--- src/crosspoint_pkg.sv ---
// Shared constants for the crosspoint global control word logic
package crosspoint_pkg;
   localparam int WORD_WIDTH = 16;
   localparam int NUM_INPUTS = 32;
   localparam int NUM_OUTPUTS = 16;
   localparam int SYNC_STAGES = 2;
   // Command field in the top three bits of each serial word
   localparam int CMD_MSB = 15;
   localparam int CMD_LSB = 13;
   localparam logic [2:0] CMD_CONTROL = 3'h7;
   // Control word field positions
   localparam int CLAMP_BIT = 9;
   localparam int POWER_BIT = 1;
   localparam int GLOBAL_OE_BIT = 0;
   // Power-on values: clamp off, standby, all outputs tri-stated
   localparam logic CLAMP_RESET = 1'h0;
   localparam logic POWER_RESET = 1'h0;
   localparam logic GLOBAL_OE_RESET = 1'h0;
   localparam logic [WORD_WIDTH-1:0] SHIFT_RESET = 16'h0000;
endpackage

--- src/crosspoint_control_word.sv ---
// Serial control word capture and global clamp, power and output enable logic
// Behaviour
// - Reset: outputs disabled, standby until control word
// - Control word needs top three bits ones
// - Bit nine enables input clamp
// - Bit one: standby zero, operational one
// - Global enable zero tri-states all outputs
// - Clamp setting applies to all inputs
// - Clamp zero turns clamp sources off
// - High insert select swaps in insertion video
// - Insert selects weakly pulled low
// - LSB-first shift on rising clock, commit on strobe
// - Individual enables ANDed with global enable
// - Control registers write-only, no readback
module crosspoint_control_word
   import crosspoint_pkg::*;
#(
   parameter int INPUTS = NUM_INPUTS,
   parameter int OUTPUTS = NUM_OUTPUTS
) (
   input wire logic clk,
   input wire logic rstn,
   input wire logic clkEn,
   input wire logic serialClk,
   input wire logic serial_word_in,
   input wire logic word_commit_strobe,
   input wire logic [OUTPUTS-1:0] insert_video_in,
   input wire logic [OUTPUTS-1:0] channelEnable,
   output logic chain_word_out,
   output logic [INPUTS-1:0] clampOn,
   output logic operational,
   output logic [OUTPUTS-1:0] outputDrive,
   output logic [OUTPUTS-1:0] insertActive
);
   if (INPUTS < 1 || OUTPUTS < 1) begin : gBadCount
      $error("crosspoint_control_word: bad channel counts");
   end

   // ****************************************
   // Pin synchronisation
   // ****************************************
   logic [2:0] serialSync;
   logic [OUTPUTS-1:0] insertSync;
   logic sclkS;
   logic sdiS;
   logic strobeS;

   pin_sync #(.WIDTH(3)) serialPins (
      .clk(clk),
      .rstn(rstn),
      .clkEn(clkEn),
      .pinIn({word_commit_strobe, serial_word_in, serialClk}),
      .syncOut(serialSync)
   );

   // Sync stages reset low, standing in for the weak pull-down
   pin_sync #(.WIDTH(OUTPUTS)) insertPins (
      .clk(clk),
      .rstn(rstn),
      .clkEn(clkEn),
      .pinIn(insert_video_in),
      .syncOut(insertSync)
   );

   assign sclkS = serialSync[0];
   assign sdiS = serialSync[1];
   assign strobeS = serialSync[2];

   // ****************************************
   // Shift register and control word hold
   // ****************************************
   logic sclkPrev_reg, sclkPrev_next;
   logic strobePrev_reg, strobePrev_next;
   logic [WORD_WIDTH-1:0] shift_reg, shift_next;
   logic chainOut_reg, chainOut_next;
   logic clamp_reg, clamp_next;
   logic power_reg, power_next;
   logic globalOe_reg, globalOe_next;
   logic sclkRise, sclkFall, strobeRise, isControl;

   assign sclkRise = sclkS && !sclkPrev_reg;
   assign sclkFall = !sclkS && sclkPrev_reg;
   assign strobeRise = strobeS && !strobePrev_reg;
   assign isControl = shift_reg[CMD_MSB:CMD_LSB] == CMD_CONTROL;

   always_comb begin
      sclkPrev_next = sclkS;
      strobePrev_next = strobeS;
      shift_next = shift_reg;
      chainOut_next = chainOut_reg;
      clamp_next = clamp_reg;
      power_next = power_reg;
      globalOe_next = globalOe_reg;
      if (sclkRise) begin
         // First bit in ends up at bit 0 after sixteen clocks
         shift_next = {sdiS, shift_reg[WORD_WIDTH-1:1]};
      end
      if (sclkFall) begin
         // Chain output only replays shifted data; nothing reads back
         chainOut_next = shift_reg[0];
      end
      if (strobeRise && isControl) begin
         // Reserved bits are not checked; the host keeps them zero
         clamp_next = shift_reg[CLAMP_BIT];
         power_next = shift_reg[POWER_BIT];
         globalOe_next = shift_reg[GLOBAL_OE_BIT];
      end
   end

   always_ff @(posedge clk or negedge rstn) begin
      if (!rstn) begin
         sclkPrev_reg <= 1'h0;
         strobePrev_reg <= 1'h0;
         shift_reg <= SHIFT_RESET;
         chainOut_reg <= 1'h0;
         clamp_reg <= CLAMP_RESET;
         power_reg <= POWER_RESET;
         globalOe_reg <= GLOBAL_OE_RESET;
      end else if (clkEn) begin
         sclkPrev_reg <= sclkPrev_next;
         strobePrev_reg <= strobePrev_next;
         shift_reg <= shift_next;
         chainOut_reg <= chainOut_next;
         clamp_reg <= clamp_next;
         power_reg <= power_next;
         globalOe_reg <= globalOe_next;
      end
   end

   // ****************************************
   // Output stage controls
   // ****************************************
   logic [INPUTS-1:0] clampOn_reg, clampOn_next;
   logic [OUTPUTS-1:0] drive_reg, drive_next;
   logic [OUTPUTS-1:0] insert_reg, insert_next;

   // One clamp bit fans out to every input; no per-input control
   genvar gi;
   for (gi = 0; gi < INPUTS; gi++) begin : gClamp
      assign clampOn_next[gi] = clamp_reg;
   end

   always_comb begin
      drive_next = channelEnable & {OUTPUTS{globalOe_reg}};
      insert_next = insertSync;
   end

   always_ff @(posedge clk or negedge rstn) begin
      if (!rstn) begin
         clampOn_reg <= '0;
         drive_reg <= '0;
         insert_reg <= '0;
      end else if (clkEn) begin
         clampOn_reg <= clampOn_next;
         drive_reg <= drive_next;
         insert_reg <= insert_next;
      end
   end

   assign chain_word_out = chainOut_reg;
   assign clampOn = clampOn_reg;
   assign operational = power_reg;
   assign outputDrive = drive_reg;
   assign insertActive = insert_reg;

   // ****************************************
   // Assertions
   // ****************************************
   logic committed_reg;
   always_ff @(posedge clk or negedge rstn) begin
      if (!rstn) begin
         committed_reg <= 1'h0;
      end else if (clkEn && strobeRise && isControl) begin
         committed_reg <= 1'h1;
      end
   end
endmodule

--- src/pin_sync.sv ---
// Two-stage synchroniser bank for asynchronous pin inputs
module pin_sync
   import crosspoint_pkg::*;
#(
   parameter int WIDTH = 1
) (
   input wire logic clk,
   input wire logic rstn,
   input wire logic clkEn,
   input wire logic [WIDTH-1:0] pinIn,
   output logic [WIDTH-1:0] syncOut
);
   if (WIDTH < 1 || SYNC_STAGES < 2) begin : gBadConfig
      $error("pin_sync: WIDTH must be at least 1 and SYNC_STAGES at least 2");
   end

   // Reset to zero: a floating pin reads as low until the pin settles
   genvar i;
   for (i = 0; i < WIDTH; i++) begin : gSync
      logic [SYNC_STAGES-1:0] stage_reg;
      logic [SYNC_STAGES-1:0] stage_next;
      always_comb begin
         stage_next = {stage_reg[SYNC_STAGES-2:0], pinIn[i]};
      end
      always_ff @(posedge clk or negedge rstn) begin
         if (!rstn) begin
            stage_reg <= '0;
         end else if (clkEn) begin
            stage_reg <= stage_next;
         end
      end
      assign syncOut[i] = stage_reg[SYNC_STAGES-1];
   end
endmodule

--- config.mk ---
export PLATFORM = sky130hd
export DESIGN_NAME = crosspoint_control_word
export DESIGN_NICKNAME = d
export VERILOG_FILES = /design/src/crosspoint_pkg.sv /design/src/crosspoint_control_word.sv /design/src/pin_sync.sv
export SDC_FILE = /design/constraint.sdc
export NUM_CORES = 1
export LEC_CHECK = 0
export BUFFER_PORTS_ARGS = -buffer_cell sky130_fd_sc_hd__buf_4
export CAP_MARGIN = 20
export CORE_MARGIN = 3
export CORE_UTILIZATION = 45
export CTS_BUF_LIST = sky130_fd_sc_hd__clkbuf_16
export CTS_CLUSTER_SIZE = 25
export DETAILED_ROUTE_END_ITERATION = 10
export PLACE_DENSITY = 0.76
export SYNTH_ARGS = -nofsm -noshare
export SYNTH_HDL_FRONTEND = slang
export SYNTH_SLANG_ARGS = --single-unit
--- constraint.sdc ---
create_clock -name clk -period 1.9 [get_ports clk]
set_clock_uncertainty 0.2 [all_clocks]
set_input_delay 0.38 -clock clk [delete_from_list [all_inputs] [get_ports clk]]
set_output_delay 0.38 -clock clk [all_outputs]
set_load 0.03 [all_outputs]
==> reports/results.md, run 1 <==
| Item | Reported |
| --- | --- |
| Pin slew with the least headroom to its limit | 533.4 ps |
| Number of placed instances, taps included | 432 |
| Cell depth of the worst hold path | 2 |
| Final period demand of the worst path | 1742 ps |
| Count of max-cap constraint violations | 0 |
| Worst Min Path Start | insert_video_in[2] |
| Count of boundary I/O pins | 104 |
| Clock tree from TritonCTS | built |
| Number of instances in the synthesized netlist | 266 |
| Count of endpoints failing hold in the final timing report | 0 |
| Terminus of the critical flop-to-flop path | operational$_DFFE_PN0P_ |
| CORE AREA | 7968 µm² |
| Wire length of the first global-routing pass | 10,670 µm |
| Pre-CTS worst setup slack | 371.9 ps |
| Final max-slew violation count | 0 |
| Logic depth of the worst register-to-register path | 3 |
| Post-route fraction of the period consumed by the critical path | 91.68% |
| Worst IR drop on VDD | 0.0006996 V |
| Number of distinct library cell variants in the gate-level netlist after synthesis | 14 |
| Net count of the mapped netlist | 304 |
| Weighted congestion at the end of routability-driven global placement | 0.7641 |
| Global Route Usage Sum | 13.72% |
| Worst reg2reg setup slack | 440 ps |
| Final antenna diode count | 0 |
| Starting density of the core | 47.72% |
| Max transition margin | 64.44% |
| Avg Inst Size Synth | 14.29 µm² |
| Number of nets in the layout | 380 |
| Vias post-DR | 2,160 |
| Setup ws final | 158.1 ps |
| Grt ovf | 0 |
| Clk_lat worst skew | 330 ps |
| Worst reg2reg path startpoint | shift_reg[14]$_DFFE_PN0P_ |
| Number of flip-flops and latches in the synthesized netlist | 93 |
| Post-layout total power | 5.190 mW |
| Growth of design area from synthesis to finish | 25.21% |
| Initial antenna violation count | 0 |
| Most frequent cells in the layout | buf_4 (105), dfrtp_1 (93), mux2_2 (67) |
| Worst Hold Endpoint | insertPins.gSync[2].stage_reg[0]$_DFFE_PN0P_ |
| Number of port buffers | 103 |
| Number of design-rule violations left by the first detailed-router iteration | 29 |
| Placement Rows | 32 |
| Startpoint type of the worst setup path | flip-flop |
| Endpoint arrival time on the critical path | 1160 ps |
| Leak pwr | 2.291 nW |
| Post-DP HPWL | 4392 µm |
| Layout fillers | 631 |
| Vertical die dimension | 97.92 µm |
| Sequential share of the synthesized area | 61.20% |
| WL/cell | 14.00 µm |
| Top post-synthesis cells by area | dfrtp_1 (61%), mux2_2 (20%), buf_4 (6.5%), mux2_4 (3.9%), nand3_1 (2.1%) |
| Most area-hungry cell type in the Yosys netlist | dfrtp_1 |
| # H-tree levels | 3 |
| Number of search-and-repair iterations in the first detailed-routing pass | 4 |
| DRC Markers | 0 |
| Ratio of cells with drive above 1 in the final layout | 58.50% |
| CTS root buffer | clkbuf_16 |
| Setup TNS after final layout | 0 ps |
| Syn. warnings | 0 |
| Footprint of the multi-input gates | 1111 µm² |
| Clk sinks | 93 |
| Count of cells resized by post-cts repair | 0 |
| Data required time at the worst endpoint | 1320 ps |
| Seq. cell area | 2327 µm² |
| Leading cell type in the layout, fill and taps excluded | buf_4 |
| Clock tree buffer depth | 2 |
| Area of the die | 9588 µm² |
| Vias per cell | 4.811 |
| Count of non-filler cells in the finished layout | 449 |
| RSZ-0062 raised after global routing | no |
| Post-CTS clock slew at the launch and capture registers of the worst setup and hold paths | 60 ps |
| Total power density per cell area | 1090 nW/µm² |
| Outcome | finished, final reports clean |
| Final count of negative-setup-slack endpoints | 0 |
| Clock buffer count from CTS | 9 |
| Worst Hold Slack | 77.85 ps |
| Max reg flops | 32 |
| Max Freq | 574.1 MHz |
| Via count of the first global-routing pass | 2,192 |
| Area share of the largest cell type after synthesis | 61.20% |
| DIE WIDTH | 97.92 µm |
| Final ANT Viol Nets | 0 |
| CP Capture Type | output pin |
| Pin count of the biggest net entering global routing | 67 |
| Critical path class | reg2out |
| Total wirelength of the detailed-routed design | 6286 µm |
| Post-synthesis cell area | 3802 µm² |
| Hold WC Path Type | in2reg |
| Top fanout value on the critical path | 32 |
[how the worst max path moves through the flow]
| stage | to | cells past startpoint | startpoint |
|---|---|---|---|
| finish | clampOn[12] | 2 | clampOn[0]$_DFFE_PN0P_ |
| detailed placement | serialPins.gSync[2].stage_reg[0]$_DFFE_PN0P_ | 3 | clkEn |
| CTS | clampOn[25] | 2 | clampOn[0]$_DFFE_PN0P_ |
| floorplan | clampOn[10] | 1 | clampOn[0]$_DFFE_PN0P_ |
| global route | clampOn[25] | 2 | clampOn[0]$_DFFE_PN0P_ |
| global placement | insertActive[2]$_DFFE_PN0P_ | 3 | clkEn |
[what timing repair did]
| item | 4_1_cts | 5_1_grt |
|---|---|---|
| hold endpoints to repair | 26 | 0 |
| hold buffers | 1 | 0 |
| setup buffers | 0 | 0 |
[metrics by stage]
stage               cell area (µm²)  utilization [%]
finish                         4761            59.75
global route                   4761            59.75
CTS                            4761            59.75
detailed placement             4474            56.16
global placement               4474            56.16
floorplan                      3802                -
[synthesized netlist by cell type (all sizes together)]
master	n
clkbuf	4
nor3b	1
nand3b	2
nand3	16
mux2	77
nand4	1
inv	16
o21ai	16
buf	40
dfrtp	93
[cells by family after synthesis]
logic type | count (synthesis) | share of synthesized area, %
flops | 93 | 61.20
mux | 77 | 23.79
buf+inv | 60 | 9.576
simple gates | 20 | 3.324
compound gates | 16 | 2.106
[power breakdown]
| group | total (mW) | switching, mW | internal, mW |
|---|---|---|---|
| Sequential | 2.42 | 0.159 | 2.26 |
| Combinational | 1.15 | 0.596 | 0.550 |
| Clock | 1.62 | 0.731 | 0.890 |
| Total | 5.19 | 1.49 | 3.70 |
[per-layer routing]
metal  up-vias  wire length (µm)  GRT usage [%]
met1      1033              2746          18.31
met2        94              2791          20.58
met3         5               700          5.714
met5         -                 0              0
met4         0                47          4.153
li1       1028                 -              -
[final cells by class]
cell class | instances | area share [%]
Clock buffer | 9 | 4.731
Clock inverter | 7 | 1.078
Inverter | 16 | 1.261
Multi-Input combinational cell | 113 | 23.34
Sequential cell | 93 | 48.88
Tap cell | 102 | 2.681
Timing Repair Buffer | 109 | 18.03
[worst max-delay path, stage by stage (launching register included)]
cell and delay, ps:
dfrtp_1 340, buf_4 270, buf_4 220
No activity file was read; power rests on OpenSTA's default activity.
==> inputs of run 2 (changes only) <==
--- a/config.mk
+++ b/config.mk
@@ -12,7 +12,8 @@
 export CTS_BUF_LIST = sky130_fd_sc_hd__clkbuf_16
 export CTS_CLUSTER_SIZE = 25
 export DETAILED_ROUTE_END_ITERATION = 10
-export PLACE_DENSITY = 0.76
+export GPL_ROUTABILITY_DRIVEN = 0
+export PLACE_DENSITY = 0.79
 export SYNTH_ARGS = -nofsm -noshare
 export SYNTH_HDL_FRONTEND = slang
 export SYNTH_SLANG_ARGS = --single-unit
==> constraint.sdc (replaced) <==
create_clock -name clk -period 1.6 [get_ports clk]
set_clock_uncertainty 0.2 [all_clocks]
set_input_delay 0.32 -clock clk [delete_from_list [all_inputs] [get_ports clk]]
set_output_delay 0.32 -clock clk [all_outputs]
set_load 0.03 [all_outputs]
==> reports/results.md, run 2 (same netlist as run 1, synthesis figures left out) <==
| Item | Reported | Delta |
| --- | --- | --- |
| Outcome | finished, violations left | was finished, final reports clean |
| Violations in the final reports | setup timing |  |
| Footprint of the multi-input gates | 1111 µm² | unchanged |
| Via count of the first global-routing pass | 2,213 | was 2,192 |
| Starting density of the core | 47.72% | unchanged |
| Final max-slew violation count | 0 | unchanged |
| Vias post-DR | 2,195 | was 2,160 |
| Critical path class | reg2out | unchanged |
| DRC Markers | 0 | unchanged |
| Post-CTS clock slew at the launch and capture registers of the worst setup and hold paths | 70 ps | was 60 ps |
| Grt ovf | 0 | unchanged |
| GRT met1 Usage | 16.68% | was 18.31% |
| Sequence of cells on the critical path | buf_6, buf_4 | was buf_4, buf_4 |
| Terminus of the critical flop-to-flop path | globalOe_reg$_DFFE_PN0P_ | was operational$_DFFE_PN0P_ |
| Slowest CP cell | dfrtp_4 | was dfrtp_1 |
| Seq. cell area | 2331 µm² | was 2327 µm² |
| Count of max-cap constraint violations | 0 | unchanged |
| Area of the die | 9588 µm² | unchanged |
| Final ANT Viol Nets | 0 | unchanged |
| Wire length of the first global-routing pass | 10,630 µm | was 10,670 µm |
| Setup ws final | -67.02 ps | was 158.1 ps |
| NetSw | 1.793 mW | was 1.487 mW |
| Combinational cell fraction of total power | 21.7% | was 22.1% |
| Ratio of cells with drive above 1 in the final layout | 59.14% | was 58.50% |
| Count of non-filler cells in the finished layout | 452 | was 449 |
| Leak pwr | 2.324 nW | was 2.291 nW |
| CP Capture Type | output pin | unchanged |
| Post-layout total power | 6.394 mW | was 5.190 mW |
| Clk_lat worst skew | 330 ps | about the same |
| Number of design-rule violations left by the first detailed-router iteration | 51 | was 29 |
| Fin area | 4842 µm² | was 4761 µm² |
| GR peak layer | met2 | unchanged |
| Worst Hold Slack | 16.19 ps | was 77.85 ps |
| Clock tree buffer depth | 2 | unchanged |
| Final count of negative-setup-slack endpoints | 32 | was 0 |
| # H-tree levels | 3 | unchanged |
| Count of endpoints failing hold in the final timing report | 0 | unchanged |
| Max transition margin | 64.75% | was 64.44% |
| Global Route Usage Sum | 13.86% | was 13.72% |
| DP Area | 4496 µm² | was 4474 µm² |
| Top fanout value on the critical path | 16 | was 32 |
| Growth of design area from synthesis to finish | 27.34% | was 25.21% |
| RSZ-0062 raised after global routing | yes | was no |
| Last element of the critical path | clampOn[13] | was clampOn[12] |
| Max reg flops | 32 | unchanged |
| Vertical die dimension | 97.92 µm | unchanged |
| DIE WIDTH | 97.92 µm | unchanged |
| Number of nets in the layout | 383 | was 380 |
| Pin count of the biggest net entering global routing | 57 | was 67 |
| Switching portion of total power | 28.04% | was 28.65% |
| Vias per cell | 4.856 | was 4.811 |
| Hold WC Path Type | in2reg | unchanged |
| Post-DP HPWL | 4484 µm | was 4392 µm |
| Pin slew with the least headroom to its limit | 528.7 ps | was 533.4 ps |
| Data required time at the worst endpoint | 1080 ps | was 1320 ps |
| Startpoint type of the worst setup path | flip-flop | unchanged |
| Number of search-and-repair iterations in the first detailed-routing pass | 4 | unchanged |
| Count of boundary I/O pins | 104 | unchanged |
| Most frequent cells in the layout | buf_4 (105), dfrtp_1 (92), mux2_2 (67) | was buf_4 (105), dfrtp_1 (93), mux2_2 (67) |
| Worst path buffer plus inverter count | 2 | unchanged |
| Met2 usage | 22.20% | was 20.58% |
| Clock network fraction of design power | 33.1% | was 31.2% |
| Total power density per cell area | 1320 nW/µm² | was 1090 nW/µm² |
| Worst reg2reg setup slack | 130 ps | was 440 ps |
| Layout fillers | 600 | was 631 |
| Number of port buffers | 103 | unchanged |
| Clk sinks | 93 | unchanged |
| Crit path depth | 2 | unchanged |
| Sequential cell fraction of total power | 45.2% | was 46.7% |
| Post-route fraction of the period consumed by the critical path | 104.2% |  |
| Logic depth of the worst register-to-register path | 3 | unchanged |
| Final period demand of the worst path | 1667 ps |  |
| Met3 usage | 6.857% | was 5.714% |
| Power Internal | 4.601 mW | was 3.704 mW |
| Worst IR drop on VDD | 0.0008768 V | was 0.0006996 V |
| Critical path's top delay family | flip-flops | was buffers and inverters |
| CORE AREA | 7968 µm² | unchanged |
| Leading cell type in the layout, fill and taps excluded | buf_4 | unchanged |
| Endpoint arrival time on the critical path | 1150 ps | was 1160 ps |
| Total wirelength of the detailed-routed design | 6384 µm | was 6286 µm |
| CTS root buffer | clkbuf_16 | unchanged |
| Placement Rows | 32 | unchanged |
| Worst reg2reg path startpoint | shift_reg[13]$_DFFE_PN0P_ | was shift_reg[14]$_DFFE_PN0P_ |
| Number of placed instances, taps included | 433 | was 432 |
| Max Freq | 599.9 MHz |  |
| Final antenna diode count | 0 | unchanged |
| Launch point of the worst path | clampOn[0]$_DFFE_PN0P_ | unchanged |
| Critical Path Max Stage Delay | 490 ps | was 340 ps |
| Clock tree from TritonCTS | built | unchanged |
| Clock buffer count from CTS | 9 | unchanged |
| WL/cell | 14.12 µm | was 14.00 µm |
| Initial antenna violation count | 0 | unchanged |
==> run 2: metrics by stage <==
step / TNS (ps) / util, % / setup WS, ps
finish: -2099 / 60.77 / -67.02
floorplan: 0 / - / 145.0
CTS: -2175 / 60.73 / -72.02
global placement: 0 / 56.42 / 165.9
detailed placement: 0 / 56.42 / 139.3
global route: -3439 / 60.77 / -110.6
==> run 2: metal layers <==
metal / routed length (µm) / up-vias
met4: 51 / 0
met3: 673 / 4
met1: 2627 / 1064
met5: 0 / -
li1: - / 1035
met2: 3031 / 92
==> run 2: final cells by class <==
| class | count | share of cell area (%) |
|---|---|---|
| sequential | 93 | 48.14 |
| multi-input combinational | 113 | 22.95 |
| timing repair buffer | 112 | 18.68 |
| clock buffer | 9 | 4.651 |
| tap | 102 | 2.636 |
| clock inverter | 7 | 1.705 |
| inverter | 16 | 1.240 |
==> run 2: worst reg2reg max path, delay by kind of cell (launching register included) <==
kind	cells	cell delay [ps]
DFF	1	380
and+or+nand+nor	2	410
muxes	1	370
==> run 2: worst min path at each step <==
| stage | slack, ps | to | cells after the start | start |
|---|---|---|---|---|
| 2_1_floorplan | -180 | chain_word_out$_DFFE_PN0P_ | 0 | rstn |
| 4_1_cts | 4 | insertPins.gSync[4].stage_reg[0]$_DFFE_PN0P_ | 2 | insert_video_in[4] |
| 6_report | 20 | insertPins.gSync[4].stage_reg[0]$_DFFE_PN0P_ | 2 | insert_video_in[4] |
| 3_5_place_dp | 80 | insertActive[4]$_DFFE_PN0P_ | 1 | rstn |
| 5_1_grt | 3 | insertPins.gSync[10].stage_reg[0]$_DFFE_PN0P_ | 2 | insert_video_in[10] |
| 3_3_place_gp | 80 | insertPins.gSync[4].stage_reg[0]$_DFFE_PN0P_ | 1 | rstn |
==> run 2: power by group through the flow <==
stage	logic (mW)	registers (mW)	clock network, mW
2_1_floorplan	0.844	3.06	0
3_3_place_gp	1.33	2.93	0
3_5_place_dp	1.35	2.95	0
4_1_cts	1.41	2.89	2.19
5_1_grt	1.48	2.94	2.29
6_report	1.39	2.89	2.12
==> run 2: what timing repair did <==
action / in CTS / in global routing
endpoints found under the setup margin: 32 / 32
resized for setup: 3 / 1
hold endpoints to repair: 28 / 0
hold buffers: 1 / 0
buffers inserted: 2 / 0
